$ cat src/include/iatw_pkg.sv
// shared constants and types for the interrupt and timer wake block
package iatw_pkg;
  localparam int IATW_NSRC = 6;
  localparam int IATW_PC_W = 12;
  localparam int IATW_TMR_W = 16;
  // source index doubles as priority, 0 is highest
  localparam int SRC_USB = 0;
  localparam int SRC_EXT = 1;
  localparam int SRC_TMR0 = 2;
  localparam int SRC_SPIA = 3;
  localparam int SRC_SPIB = 4;
  localparam int SRC_TMR1 = 5;
  // vector of source n is VEC_BASE + n * VEC_STEP
  localparam logic [IATW_PC_W-1:0] VEC_BASE = 12'h004;
  localparam logic [IATW_PC_W-1:0] VEC_STEP = 12'h004;
  // timer control byte layout
  localparam int TMR_ON_BIT = 4;
  localparam int TMR_EDGE_BIT = 3;
  localparam int TMR_MODE_LSB = 6;
  localparam logic [1:0] TMR_MODE_EVENT = 2'h1;
  localparam logic [1:0] TMR_MODE_TIMER = 2'h2;
  localparam logic [1:0] TMR_MODE_PULSE = 2'h3;
  // timer clock is the system clock divided by this many cycles
  localparam int TMR_DIV_CYC = 4;
  localparam logic [1:0] TMR_DIV_LAST = 2'(TMR_DIV_CYC - 1);
  // reset values and the count maximum
  localparam logic [7:0] TMR_CTRL_RST = 8'h00;
  localparam logic [IATW_TMR_W-1:0] TMR_CNT_RST = 16'h0000;
  localparam logic [IATW_TMR_W-1:0] TMR_CNT_MAX = 16'hFFFF;
  localparam logic [IATW_NSRC-1:0] FLAGS_RST = 6'h00;

  typedef logic [IATW_NSRC-1:0] iatw_src_vec_t;

  typedef struct packed {
    logic [1:0] mode;
    logic rsv5;
    logic on;
    logic edge_fall;
    logic [2:0] presc;
  } iatw_tmr_ctrl_t;

  typedef struct packed {
    logic take;
    logic [IATW_PC_W-1:0] vector;
    logic [IATW_PC_W-1:0] push_pc;
  } iatw_core_req_t;
endpackage

$ cat src/core/iatw_sync.sv
// two flip-flop synchroniser for asynchronous pin levels
`timescale 1ns/100ps
module iatw_sync #(
  parameter int WIDTH = 1
) (
  // clock, reset, enable
  input wire logic i_sys_clk,
  input wire logic i_rst_n,
  input wire logic i_clk_en,
  // levels
  input wire logic [WIDTH-1:0] i_async,
  output logic [WIDTH-1:0] o_sync
);
  logic [WIDTH-1:0] meta_q;
  logic [WIDTH-1:0] sync_q;

  always_ff @(posedge i_sys_clk or negedge i_rst_n) begin
    if (!i_rst_n) begin
      meta_q <= '0;
      sync_q <= '0;
    end else if (i_clk_en) begin
      meta_q <= i_async;
      sync_q <= meta_q;
    end
  end

  assign o_sync = sync_q;
endmodule

$ cat src/core/iatw_ctrl.sv
// interrupt request and acceptance, timer 0, and timer 0 and timer 1 wake logic
`timescale 1ns/100ps
module iatw_ctrl
  import iatw_pkg::*;
(
  // clock, reset, enable
  input wire logic i_sys_clk,
  input wire logic i_rst_n,
  input wire logic i_clk_en,
  // event sources, same clock domain except the ext pin
  input wire logic i_usb_event,
  input wire logic i_spi_a_done,
  input wire logic i_spi_b_done,
  input wire logic i_tmr1_ovf,
  input wire logic i_ext_irq_pin,
  input wire logic i_ext_pin_is_input,
  // interrupt control
  input wire iatw_src_vec_t i_irq_enable,
  input wire logic i_gie_set,
  input wire logic i_gie_clr,
  input wire logic i_flag_wr,
  input wire iatw_src_vec_t i_flag_wdata,
  output logic o_global_irq_enable,
  output iatw_src_vec_t o_irq_flags,
  // processor core
  input wire logic i_phase_two_pulse,
  input wire logic i_stack_full,
  input wire logic [IATW_PC_W-1:0] i_next_pc,
  input wire logic i_reti,
  input wire logic [IATW_PC_W-1:0] i_stack_top,
  output iatw_core_req_t o_core_req,
  output logic o_pop,
  output logic [IATW_PC_W-1:0] o_resume_pc,
  // timer 0
  input wire logic i_tmr_ctrl_wr,
  input wire iatw_tmr_ctrl_t i_tmr_ctrl_wdata,
  output iatw_tmr_ctrl_t o_timer_zero_control,
  input wire logic i_tmr_read,
  input wire logic i_preload_wr,
  input wire logic [IATW_TMR_W-1:0] i_preload_wdata,
  output logic [IATW_TMR_W-1:0] o_tmr_count,
  input wire logic i_tmr_pin,
  input wire logic i_tmr_pin_is_input,
  input wire logic i_tmr_pull_high,
  output logic o_tmr_pull_en,
  // power-down wake
  input wire logic i_power_down,
  output logic o_wake
);

  // lowest index wins, which is the fixed priority order
  function automatic int first_set(input iatw_src_vec_t v);
    int idx;
    idx = 0;
    for (int k = IATW_NSRC - 1; k >= 0; k--) begin
      if (v[k]) begin
        idx = k;
      end
    end
    return idx;
  endfunction

  function automatic logic [IATW_PC_W-1:0] vec_of(input int idx);
    logic [IATW_PC_W-1:0] off;
    off = IATW_PC_W'(idx) * VEC_STEP;
    return VEC_BASE + off;
  endfunction

  // pins cross into the system clock first
  logic ext_low_s;
  logic tmr_pin_s;

  iatw_sync #(
    .WIDTH(2)
  ) u_pin_sync (
    .i_sys_clk(i_sys_clk),
    .i_rst_n(i_rst_n),
    .i_clk_en(i_clk_en),
    // ext pin goes in inverted so a cleared synchroniser means idle high, no false edge
    .i_async({!i_ext_irq_pin, i_tmr_pin}),
    .o_sync({ext_low_s, tmr_pin_s})
  );

  // ---------------- timer 0 ----------------
  iatw_tmr_ctrl_t ctrl_q;
  logic [IATW_TMR_W-1:0] cnt_q;
  logic [IATW_TMR_W-1:0] preload_q;
  logic [1:0] div_q;
  logic tick;
  logic pin_used;
  logic tmr_pin_prev_q;
  logic pin_edge;
  logic edge_pend_q;
  logic pulse_seen_q;
  logic pin_active;
  logic inhibit;
  logic count_en;
  logic pulse_done;
  logic tmr0_ovf;

  assign tick = (div_q == TMR_DIV_LAST);
  assign inhibit = i_tmr_read | i_preload_wr;
  assign pin_used = i_tmr_pin_is_input &
                    ((ctrl_q.mode == TMR_MODE_EVENT) |
                     (ctrl_q.mode == TMR_MODE_PULSE));
  assign o_tmr_pull_en = i_tmr_pull_high;
  assign pin_active = pin_used & (ctrl_q.edge_fall ? tmr_pin_s : !tmr_pin_s);
  assign pin_edge = pin_used &
                    (ctrl_q.edge_fall ? (tmr_pin_prev_q & !tmr_pin_s)
                                      : (!tmr_pin_prev_q & tmr_pin_s));

  // tick advances freely; the count itself is what gets inhibited
  always_ff @(posedge i_sys_clk or negedge i_rst_n) begin
    if (!i_rst_n) begin
      div_q <= 2'h0;
    end else if (i_clk_en) begin
      div_q <= tick ? 2'h0 : div_q + 2'h1;
    end
  end

  // an edge waits for the next timer tick before it counts
  always_ff @(posedge i_sys_clk or negedge i_rst_n) begin
    if (!i_rst_n) begin
      tmr_pin_prev_q <= 1'b0;
      edge_pend_q <= 1'b0;
    end else if (i_clk_en) begin
      tmr_pin_prev_q <= tmr_pin_s;
      if (pin_edge) begin
        edge_pend_q <= 1'b1;
      end else if (tick && !inhibit) begin
        edge_pend_q <= 1'b0;
      end
    end
  end

  always_comb begin
    count_en = 1'b0;
    pulse_done = 1'b0;
    if (ctrl_q.on && tick && !inhibit) begin
      unique case (ctrl_q.mode)
        TMR_MODE_TIMER: count_en = 1'b1;
        TMR_MODE_EVENT: count_en = edge_pend_q;
        TMR_MODE_PULSE: begin
          count_en = pin_active;
          pulse_done = pulse_seen_q & !pin_active;
        end
        default: count_en = 1'b0;
      endcase
    end
  end

  assign tmr0_ovf = count_en & (cnt_q == TMR_CNT_MAX);

  // count resets to TMR_CNT_RST; a preload written while stopped sets a new start
  always_ff @(posedge i_sys_clk or negedge i_rst_n) begin
    if (!i_rst_n) begin
      cnt_q <= TMR_CNT_RST;
    end else if (i_clk_en) begin
      if (!ctrl_q.on && i_preload_wr) begin
        cnt_q <= i_preload_wdata;
      end else if (tmr0_ovf) begin
        cnt_q <= preload_q;
      end else if (count_en) begin
        cnt_q <= cnt_q + 16'h0001;
      end
    end
  end

  // a preload written while stopped also loads the count
  always_ff @(posedge i_sys_clk or negedge i_rst_n) begin
    if (!i_rst_n) begin
      preload_q <= TMR_CNT_RST;
    end else if (i_clk_en && i_preload_wr) begin
      preload_q <= i_preload_wdata;
    end
  end

  always_ff @(posedge i_sys_clk or negedge i_rst_n) begin
    if (!i_rst_n) begin
      o_tmr_count <= TMR_CNT_RST;
    end else if (i_clk_en && !ctrl_q.on && i_preload_wr) begin
      o_tmr_count <= i_preload_wdata;
    end else if (i_clk_en && i_tmr_read) begin
      o_tmr_count <= cnt_q;
    end
  end

  // pulse mode is one-shot: end of pulse drops the on bit
  always_ff @(posedge i_sys_clk or negedge i_rst_n) begin
    if (!i_rst_n) begin
      ctrl_q <= iatw_tmr_ctrl_t'(TMR_CTRL_RST);
      pulse_seen_q <= 1'b0;
    end else if (i_clk_en) begin
      if (i_tmr_ctrl_wr) begin
        ctrl_q <= i_tmr_ctrl_wdata;
        pulse_seen_q <= 1'b0;
      end else if (pulse_done) begin
        ctrl_q.on <= 1'b0;
        pulse_seen_q <= 1'b0;
      end else if (count_en && ctrl_q.mode == TMR_MODE_PULSE) begin
        pulse_seen_q <= 1'b1;
      end
    end
  end

  assign o_timer_zero_control = ctrl_q;

  // ---------------- requests and acceptance ----------------
  iatw_src_vec_t flags_q;
  iatw_src_vec_t hw_set;
  iatw_src_vec_t pend;
  iatw_src_vec_t take_mask;
  logic ext_prev_q;
  logic ext_fall;
  logic gie_q;
  logic accept;
  int take_idx;

  assign ext_fall = i_ext_pin_is_input & !ext_prev_q & ext_low_s;

  always_ff @(posedge i_sys_clk or negedge i_rst_n) begin
    if (!i_rst_n) begin
      ext_prev_q <= 1'b0;
    end else if (i_clk_en) begin
      ext_prev_q <= ext_low_s;
    end
  end

  always_comb begin
    hw_set = '0;
    hw_set[SRC_USB] = i_usb_event;
    hw_set[SRC_EXT] = ext_fall;
    hw_set[SRC_TMR0] = tmr0_ovf;
    hw_set[SRC_SPIA] = i_spi_a_done;
    hw_set[SRC_SPIB] = i_spi_b_done;
    hw_set[SRC_TMR1] = i_tmr1_ovf;
  end

  assign pend = flags_q & i_irq_enable;
  assign take_idx = first_set(pend);
  // sampled only at the phase pulse, so anything since the last one is seen
  assign accept = i_phase_two_pulse & gie_q & (|pend) & !i_stack_full;

  always_comb begin
    take_mask = '0;
    if (accept) begin
      take_mask[take_idx] = 1'b1;
    end
  end

  // hardware set beats any clear in the same cycle
  always_ff @(posedge i_sys_clk or negedge i_rst_n) begin
    if (!i_rst_n) begin
      flags_q <= FLAGS_RST;
    end else if (i_clk_en) begin
      if (i_flag_wr) begin
        flags_q <= (i_flag_wdata & ~take_mask) | hw_set;
      end else begin
        flags_q <= (flags_q & ~take_mask) | hw_set;
      end
    end
  end

  // a software set in the acceptance cycle wins, allowing nesting
  always_ff @(posedge i_sys_clk or negedge i_rst_n) begin
    if (!i_rst_n) begin
      gie_q <= 1'b0;
    end else if (i_clk_en) begin
      if (i_gie_set) begin
        gie_q <= 1'b1;
      end else if (accept || i_gie_clr) begin
        gie_q <= 1'b0;
      end
    end
  end

  always_ff @(posedge i_sys_clk or negedge i_rst_n) begin
    if (!i_rst_n) begin
      o_core_req <= '0;
    end else if (i_clk_en) begin
      o_core_req.take <= accept;
      if (accept) begin
        o_core_req.push_pc <= i_next_pc;
        o_core_req.vector <= vec_of(take_idx);
      end
    end
  end

  always_ff @(posedge i_sys_clk or negedge i_rst_n) begin
    if (!i_rst_n) begin
      o_pop <= 1'b0;
      o_resume_pc <= '0;
    end else if (i_clk_en) begin
      o_pop <= i_reti;
      if (i_reti) begin
        o_resume_pc <= i_stack_top;
      end
    end
  end

  // a flag already set means the overflow carries no news, so no wake
  always_ff @(posedge i_sys_clk or negedge i_rst_n) begin
    if (!i_rst_n) begin
      o_wake <= 1'b0;
    end else if (i_clk_en) begin
      o_wake <= i_power_down &
                ((tmr0_ovf & !flags_q[SRC_TMR0]) |
                 (i_tmr1_ovf & !flags_q[SRC_TMR1]));
    end
  end

  assign o_global_irq_enable = gie_q;
  assign o_irq_flags = flags_q;

  // ---------------- checks ----------------
  a_gie_blocks_take: assert property (
    @(posedge i_sys_clk) disable iff (!i_rst_n)
    (i_clk_en && !gie_q) |=> !o_core_req.take)
    else $error("request taken with global enable low");

  a_stack_full_block: assert property (
    @(posedge i_sys_clk) disable iff (!i_rst_n)
    (i_clk_en && i_stack_full) |=> !o_core_req.take)
    else $error("request taken while stack full");

  a_masked_no_take: assert property (
    @(posedge i_sys_clk) disable iff (!i_rst_n)
    (i_clk_en && (flags_q & i_irq_enable) == '0) |=> !o_core_req.take)
    else $error("take with nothing enabled pending");

  a_take_push_pc: assert property (
    @(posedge i_sys_clk) disable iff (!i_rst_n)
    (i_clk_en && accept) |=>
      (o_core_req.take && o_core_req.push_pc == $past(i_next_pc) &&
       !flags_q[$past(take_idx)] | $past(hw_set[take_idx])))
    else $error("push pc or flag clear wrong on take");

  a_take_clears_gie: assert property (
    @(posedge i_sys_clk) disable iff (!i_rst_n)
    (i_clk_en && accept && !i_gie_set) |=> !gie_q)
    else $error("global enable not cleared on take");

  a_reti_pop: assert property (
    @(posedge i_sys_clk) disable iff (!i_rst_n)
    (i_clk_en && i_reti) |=> (o_pop && o_resume_pc == $past(i_stack_top)))
    else $error("return did not pop saved pc");

  a_ovf_sets_flag: assert property (
    @(posedge i_sys_clk) disable iff (!i_rst_n)
    (i_clk_en && tmr0_ovf) |=> flags_q[SRC_TMR0])
    else $error("timer overflow did not set flag");

  a_wake_suppress: assert property (
    @(posedge i_sys_clk) disable iff (!i_rst_n)
    (i_clk_en && tmr0_ovf && flags_q[SRC_TMR0] && !i_tmr1_ovf) |=> !o_wake)
    else $error("wake despite preset timer flags");

  a_ovf_wakes: assert property (
    @(posedge i_sys_clk) disable iff (!i_rst_n)
    (i_clk_en && i_power_down && tmr0_ovf && !flags_q[SRC_TMR0]) |=> o_wake)
    else $error("timer overflow in power-down did not wake");

  a_inhibit_holds: assert property (
    @(posedge i_sys_clk) disable iff (!i_rst_n)
    (i_clk_en && inhibit) |=>
      cnt_q == (($past(i_preload_wr) && !$past(ctrl_q.on)) ? $past(i_preload_wdata)
                                                            : $past(cnt_q)))
    else $error("count moved during read or preload write");

  a_stop_holds: assert property (
    @(posedge i_sys_clk) disable iff (!i_rst_n)
    (i_clk_en && !ctrl_q.on) |=>
      cnt_q == ($past(i_preload_wr) ? $past(i_preload_wdata) : $past(cnt_q)))
    else $error("count moved while timer stopped");
endmodule

$ cat config.mk
export PLATFORM = sky130hd
export DESIGN_NAME = iatw_ctrl
export DESIGN_NICKNAME = d
export VERILOG_FILES = /design/src/include/iatw_pkg.sv /design/src/core/iatw_sync.sv /design/src/core/iatw_ctrl.sv
export SDC_FILE = /design/constraint.sdc
export NUM_CORES = 1
export LEC_CHECK = 0
export ABC_AREA = 1
export BUFFER_PORTS_ARGS = -buffer_cell sky130_fd_sc_hd__buf_2
export CAP_MARGIN = 40
export CELL_PAD_IN_SITES_DETAIL_PLACEMENT = 0
export CELL_PAD_IN_SITES_GLOBAL_PLACEMENT = 1
export CORE_MARGIN = 3
export CORE_UTILIZATION = 41
export DETAILED_ROUTE_END_ITERATION = 8
export PLACE_DENSITY = 0.85
export SYNTH_ARGS = -nofsm -noshare
export SYNTH_HDL_FRONTEND = slang
export SYNTH_SLANG_ARGS = --single-unit
$ cat constraint.sdc
create_clock -name i_sys_clk -period 2.94 [get_ports i_sys_clk]
set_input_delay 0.147 -clock i_sys_clk [delete_from_list [all_inputs] [get_ports i_sys_clk]]
set_output_delay 0.147 -clock i_sys_clk [all_outputs]
set_load 0.01 [all_outputs]
==> run_results.csv, run 1 <==
group,metric,value,unit
sta,slew_headroom,49.5,%
layout,multi_input_area,2370,um^2
power,power.share.sequential,46.6,%
place,gp_congestion,0.865,
sta,setup_viol,0,
yosys,ys_ff_latch,104,
cts,tritoncts,"built",
layout,areaGrowthSynthToFinish,23.7,%
sta,slew_viol_final,0,
floorplanning,die_y,120,um
sta,worstMarginPinSlew,0.758,ns
cts,clkSinkCount,104,
power,total_leakage_power,3.36,nW
floorplanning,start_util,43.0,%
layout,nets,874,
layout,final_cell_area,6540,um^2
power,p_int,2.84,mW
place,io_buffers,142,
yosys,synthCells,638,
global_route,grt-ovfl-total,0,
sta,rsz0062_at_grt,"false",
worst_setup_path,slowest_delay,0.49,ns
routing,routed_wl,13800,um
yosys,ys_types,37,
place,dp_cells,930,
sta,tns,0,ns
yosys,synth_ff_type,"dfrtp_1",
worst_setup_path,worstSetupPathType,"flip-flop to flip-flop",
layout,nFillCells,1189,
worst_setup_path,crit_arrival,2.40,ns
routing,wl_per_cell,14.3,um
floorplanning,ios,153,
global_route,grt_pass1_wl,23200,um
yosys,synthSimpleGateAreaFrac,29.1,%
floorplanning,dieArea,14300,um^2
routing,viasPerCell,4.91,
power,peakVddDrop,0.429,mV
sta,finClkSkew,0.00990,ns
yosys,avgSynthCellArea,8.29,um^2
worst_setup_path,reg2regPathDepth,8,
cts,cts_setup_buffers,0,
cts,clk_pin_slew_worst_paths,0.08,ns
layout,final_cell_mix,"nand2_1, buf_2, dfrtp_1, nor2_1, nand3_1",
floorplanning,die_w,120,um
power,clkPwrFrac,26.6,%
power,p_per_area,666,nW/um^2
power,power_frac_comb,26.8,%
worst_setup_path,rr_startpoint,"o_timer_zero_control[4]",
worst_setup_path,start_kind,"flip-flop",
yosys,synth-xor-area-share,1.49,%
run_status,outcome,"complete, no violations",
cts,cts_root_buffer,"clkbuf_16",
yosys,synth_seq_area_share,49.2,%
global_route,grtUsageTotal,20.0,%
sta,min_period_over_period,73.4,%
worst_setup_path,critPathSlowestCell,"nor2_4",
sta,period_minus_slack,2.16,ns
routing,drtIter0Drc,278,
sta,postLayoutSetupSlackWorst,0.783,ns
worst_setup_path,r2r_slack,0.78,ns
sta,hold_viol_final,0,
floorplanning,core_area,12300,um^2
yosys,synth-edff-count,0,
worst_setup_path,path_buf_inv,3,
power,p_sw,1.52,mW
power,switching_share,34.8,%
cts,cts_max_path_buffers,2,
worst_setup_path,setup.worst_path.start,"o_timer_zero_control[4]",
yosys,yosysWarnings,0,
job,maxCapViolations,0,
worst_setup_path,crit_fanout,28,
worst_setup_path,endpoint_kind,"flip-flop",
worst_setup_path,cp_top_family,"simple AND/OR/NAND/NOR gates",
yosys,async_flop_share,100,%
layout,drive_gt1_share,27.2,%
worst_setup_path,critical_path.most_common_cell,"inv_2",
hold_path,hp-class,"input pin to flip-flop",
yosys,synth_adder_area_share,0.710,%
cts,cts.repair.resized,0,
floorplanning,num_rows,40,
routing,ant_nets,0,
worst_setup_path,endpoint,"cnt_q[5]",
place,dpl_cell_area,6100,um^2
routing,drc_errors,0,
yosys,synth_compound_area_share,7.48,%
global_route,grt_start_max_net_pins,60,
global_route,grt_pass1_vias,4777,
worst_setup_path,cp_num_cells,8,
worst_setup_path,cp.required,3.19,ns
global_route,antenna_found_initial,0,
place,place_ws,0.800,ns
yosys,synthMuxAreaShare,5.54,%
cts,clock_latency,0.36,ns
place,hpwl,10000,um
yosys,syn-cell-area,5290,um^2
routing,vias,4725,
worst_setup_path,r2r-end,"cnt_q[5]",
yosys,synth_top_family_by_area,"simple AND/OR/NAND/NOR gates",
routing,drtPass1Iterations,5,
layout,instances_no_fill,962,
layout,insertedDiodeCount,0,
cts,cts.htree.levels,3,
layout,final_common_cell,"nand2_1",
worst_setup_path,worstPathCellList,"nor2_1 > buf_4 > inv_2 > nor2_8 > nor2_4 > inv_2 > nand3_1 > nand2_1",
layout,seq_area,2600,um^2
cts,cts_inserted_buffers,9,
sta,fmax,0.464,GHz
power groups by stage:
stage | Sequential (mW) | Combinational [mW] | Clock, mW
3_3_place_gp | 2.04 | 1.14 | 0
3_5_place_dp | 2.05 | 1.16 | 0
5_1_grt | 2.09 | 1.33 | 1.26
2_1_floorplan | 2.08 | 0.664 | 0
6_report | 2.03 | 1.17 | 1.16
4_1_cts | 2.03 | 1.18 | 1.20
logic make-up after synthesis:
logic type                 Yosys count
and+or+nand+nor                    350
other                                1
buffers and inverters               72
DFF                                104
muxes                               26
adders and majority gates            3
AOI/OAI and AO/OA                   73
xor gates and xnor gates             9
metal layers:
layer	share of wire, %	track usage, %
met5	0	0
met1	43	25.2
met2	48	33.1
met3	6.4	5.98
met4	2.1	6.44
cell type report:
| cell class | instances | share of cell area [%] |
|---|---|---|
| well taps | 168 | 3.21 |
| repair buffers | 163 | 14.0 |
| clock inverters | 7 | 0.956 |
| flip-flops and latches | 104 | 39.8 |
| multi-input cells | 469 | 36.2 |
| clock buffers | 9 | 3.44 |
| inverters | 42 | 2.41 |
synthesized netlist by cell type, types with 2 or more instances:
cell type	count	share of area [%]
nor2_4	4	0.85
inv_1	35	2.5
nand4_1	10	1.2
nor2_2	4	0.47
nand3b_1	2	0.28
nand2_2	4	0.47
clkbuf_1	7	0.50
a21oi_1	11	1.0
nor2_8	3	1.1
xor2_1	4	0.66
o31ai_1	2	0.28
dfrtp_1	104	49
nand2_4	2	0.43
ha_1	3	0.71
buf_2	9	0.85
a31oi_1	3	0.35
mux2_2	26	5.5
o21ai_1	12	1.1
buf_4	10	1.4
nand3_1	44	4.2
inv_2	7	0.50
nand2_1	224	16
buf_6	3	0.64
xnor2_1	5	0.83
nor2_1	50	3.5
o21ai_0	39	3.7
stage by stage:
step                      hold slack, ns  utilization, %  total power [mW]
final                            0.00971            53.2              4.36
after global routing             0.00293            53.2              4.68
after floorplan                   -0.149               -              2.74
after global placement             0.261            49.4              3.18
after CTS                        0.00147            53.1              4.41
after detailed placement           0.274            49.5              3.21
how the worst min path moves through the flow:
stage                                    from                 endpoint  depth (start not counted)
after floorplan                       i_rst_n                 cnt_q[0]                          0
after global placement                i_rst_n           o_tmr_count[0]                          1
after detailed placement              i_rst_n           o_irq_flags[4]                          1
after CTS                        i_next_pc[1]            o_core_req[1]                          3
after global routing      i_tmr_ctrl_wdata[2]  o_timer_zero_control[2]                          2
final                            i_next_pc[1]            o_core_req[1]                          3
flip-flops by register name (all words and copies together) (netlist names), 2 cells and up:
name	flops
u_pin_sync.meta_q	2
u_pin_sync.o_sync	2
div_q	2
o_tmr_count	16
o_core_req	17
o_resume_pc	12
cnt_q	16
o_timer_zero_control	8
preload_q	16
o_irq_flags	6
repair_timing:
item | CTS | global route
hold buffers | 15 | 1
endpoints found under the setup margin | 0 | 0
endpoints found under the hold margin | 71 | 1
worst reg2reg max path, stage by stage (launching register included):
cell	delay, ns
dfrtp_1	0.41
nor2_1	0.07
buf_4	0.18
inv_2	0.37
nor2_8	0.16
nor2_4	0.49
inv_2	0.20
nand3_1	0.13
nand2_1	0.05
(Power assumes the default switching activity.)
==> run 2: changes to the inputs <==
- ABC_AREA: 1 -> 0
- CORE_UTILIZATION: 41 -> 39
- PLACE_DENSITY: 0.85 -> 0.78
- clock period: 2.94 -> 2 ns (I/O delays scaled with it)
==> run 2 against run 1 <==
Compared with the run above:
- cell count down 11%
- core utilization up 0.84 points
- hold slack better by 0.0054 ns
- worst setup slack worse by 0.68 ns
- sequential power up 39%
- die area up 0.71%
- first-iteration DRC count down 29%
- clock power up 57%
- clock skew down 0.0051 ns
- register-to-register slack worse by 0.68 ns
- highest routed layer unchanged
- synthesized cell count down 25%
==> run_results.csv, run 2 <==
group,metric,value,unit
run_status,outcome,"complete, no violations",
floorplanning,num_rows,41,
layout,drive_gt1_share,38.5,%
worst_setup_path,worstSetupPathType,"flip-flop to flip-flop",
layout,seq_area,2600,um^2
routing,drtIter0Drc,198,
global_route,grt-ovfl-total,0,
place,dpl_cell_area,6100,um^2
worst_setup_path,start_kind,"flip-flop",
global_route,grt_pass1_vias,4569,
sta,slew_viol_final,0,
routing,wl_per_cell,16.0,um
yosys,syn-cell-area,5070,um^2
worst_setup_path,r2r_slack,0.1,ns
yosys,async_flop_share,100,%
layout,largest_register_ffs,17,
power,total_leakage_power,3.18,nW
cts,clkSinkCount,104,
yosys,ys_ff_latch,104,
yosys,yosys-top-cells-count,"dfrtp_1, nand2_1, mux2_2",
floorplanning,die_w,120,um
worst_setup_path,crit_arrival,2.13,ns
layout,final_util,54.0,%
sta,slew_headroom,65.4,%
routing,drc_errors,0,
place,io_buffers,142,
yosys,yosysWarnings,0,
floorplanning,core_area,12700,um^2
cts,cts_inserted_buffers,9,
yosys,synthCells,477,
yosys,synth.most_common_cell,"dfrtp_1",
global_route,grt_start_max_net_pins,56,
routing,ant_nets,0,
sta,tns,0,ns
yosys,synth.largest_area_cell,"dfrtp_1",
sta,fmax,0.526,GHz
floorplanning,ios,153,
global_route,grtUsageTotal,20.0,%
floorplanning,die_y,120,um
global_route,antenna_found_initial,0,
yosys,synth.top_cells.by_area,"dfrtp_1, mux2_2, nand2_1",
routing,vias,4382,
yosys,ys_types,61,
hold_path,hp-class,"input pin to flip-flop",
sta,min_period_over_period,95.1,%
yosys,synth_ff_type,"dfrtp_1",
worst_setup_path,slowest_delay,0.43,ns
layout,nets,764,
global_route,grt_pass1_wl,22900,um
job,maxCapViolations,0,
worst_setup_path,critPathSlowestCell,"dfrtp_1",
layout,final_cell_area,6840,um^2
cts,cts.htree.levels,3,
worst_setup_path,cp.required,2.22,ns
yosys,synth-edff-count,0,
floorplanning,start_util,40.0,%
cts,clk_pin_slew_worst_paths,0.07,ns
layout,final_common_cell,"buf_2",
place,gp_congestion,0.888,
yosys,synth_top_cell_area_share,51.3,%
layout,multi_input_area,2290,um^2
place,hpwl,9980,um
power,peakVddDrop,0.538,mV
layout,insertedDiodeCount,0,
layout,top_register,"o_core_req",
cts,cts_root_buffer,"clkbuf_16",
sta,hold_viol_final,0,
yosys,avgSynthCellArea,10.6,um^2
routing,viasPerCell,5.13,
sta,setup_viol,0,
cts,tritoncts,"built",
sta,period_minus_slack,1.90,ns
sta,worstMarginPinSlew,0.517,ns
worst_setup_path,endpoint_kind,"flip-flop",
layout,nFillCells,1151,
yosys,synth_seq_area_share,51.3,%
routing,drtPass1Iterations,4,
power,p_per_area,929,nW/um^2
worst_setup_path,crit_fanout,7,
worst_setup_path,cp_top_family,"compound AO/OA/AOI/OAI gates",
cts,cts_max_path_buffers,2,
layout,final_cell_mix,"buf_2, dfrtp_1, nand2_1, mux2_2, dlygate4sd3_1",
layout,areaGrowthSynthToFinish,35.0,%
cts,clock_latency,0.35,ns
worst_setup_path,critical_path.most_common_cell,"nor3_1",
routing,routed_wl,13700,um
worst_setup_path,worstPathCellList,"xnor2_1 > a221oi_4 > buf_4 > nor3_1 > a2111oi_0 > nor3_1",
worst_setup_path,path_buf_inv,1,
floorplanning,dieArea,14400,um^2
sta,hold_ws,0.0151,ns
sta,finClkSkew,0.00480,ns
sta,rsz0062_at_grt,"false",
[run 2: changes by cell type after synthesis, moves of 7 or more]
cell     delta
inv_2       -7
mux2i_1     +9
mux2_2     +28
a31oi_1    +15
nor2_1     -10
nand2_1   -166
o21ai_1    -11
a22oi_1     +7
nand3_1    -30
o21ai_0    -14
inv_1      -27
[run 2: power breakdown]
| part | switching (mW) | total (mW) | internal, mW | leakage (nW) |
|---|---|---|---|---|
| Combinational | 0.871 | 1.72 | 0.850 | 1.81 |
| Clock | 0.827 | 1.82 | 0.988 | 0.146 |
| Sequential | 0.290 | 2.82 | 2.53 | 1.22 |
| Total | 1.99 | 6.35 | 4.37 | 3.18 |
[run 2: area by class of cell]
cell class                 instances  area share (%)
inverter                           9           0.494
tap                              172            3.15
sequential                       104            38.0
multi-input combinational        339            33.4
timing repair buffer             216            20.4
clock inverter                     6            1.13
clock buffer                       9            3.29
[run 2: kinds of logic (layout without fill, tap and decap cells)]
group | after synthesis | in the layout | synth area share (%)
other | 1 | 8 | 0.0740
adders and majority gates | 3 | 3 | 0.741
and+or+nand+nor | 155 | 155 | 14.7
buffers and inverters | 41 | 240 | 4.15
muxes | 63 | 63 | 13.8
xor gates and xnor gates | 9 | 9 | 1.56
AOI/OAI and AO/OA | 101 | 101 | 13.6
DFF | 104 | 104 | 51.3
[run 2: stage by stage]
step / worst slack, ns / cells / total power, mW
6_report: 0.0987 / 855 / 6.35
3_5_place_dp: 0.106 / 796 / 4.50
3_3_place_gp: 0.126 / 796 / 4.46
2_1_floorplan: 0.212 / 484 / 3.77
4_1_cts: 0.0850 / 853 / 6.40
5_1_grt: 0.0107 / 855 / 6.74
[run 2: worst register-to-register path: cells and delay by family, from the launching register on]
| kind | cells | cell delay (ns) |
|---|---|---|
| buffers and inverters | 1 | 0.18 |
| flip-flops | 1 | 0.43 |
| AO/OA/AOI/OAI | 2 | 0.81 |
| AND/OR/NAND/NOR | 2 | 0.16 |
| XOR/XNOR | 1 | 0.20 |
[run 2: per-layer routing]
layer  GRT usage, %  vias up  wire [um]
li1               -     2096          -
met1           24.9     2120       5980
met2           34.1      146       6690
met3           4.48       20        800
met4           7.37        0        239
met5              0        -          0
[run 2: timing repair]
item / 4_1_cts / 5_1_grt
endpoints found under the setup margin: 0 / 20
gates resized for setup: 0 / 2
buffers inserted: 0 / 2
hold buffers: 42 / 0
endpoints found under the hold margin: 114 / 0
[run 2: path summary, 6_finish.rpt]
path                                         startpoint              to  depth (start not counted)
worst max-delay path            o_timer_zero_control[3]       cnt_q[12]                          6
worst min-delay path                i_preload_wdata[15]       cnt_q[15]                          3
worst max register to register  o_timer_zero_control[3]       cnt_q[12]                          6
worst min register to register           o_core_req[24]  o_core_req[24]                          1
max in group asynchronous                       i_rst_n       cnt_q[15]                          3
min in group asynchronous                       i_rst_n  o_tmr_count[5]                          2
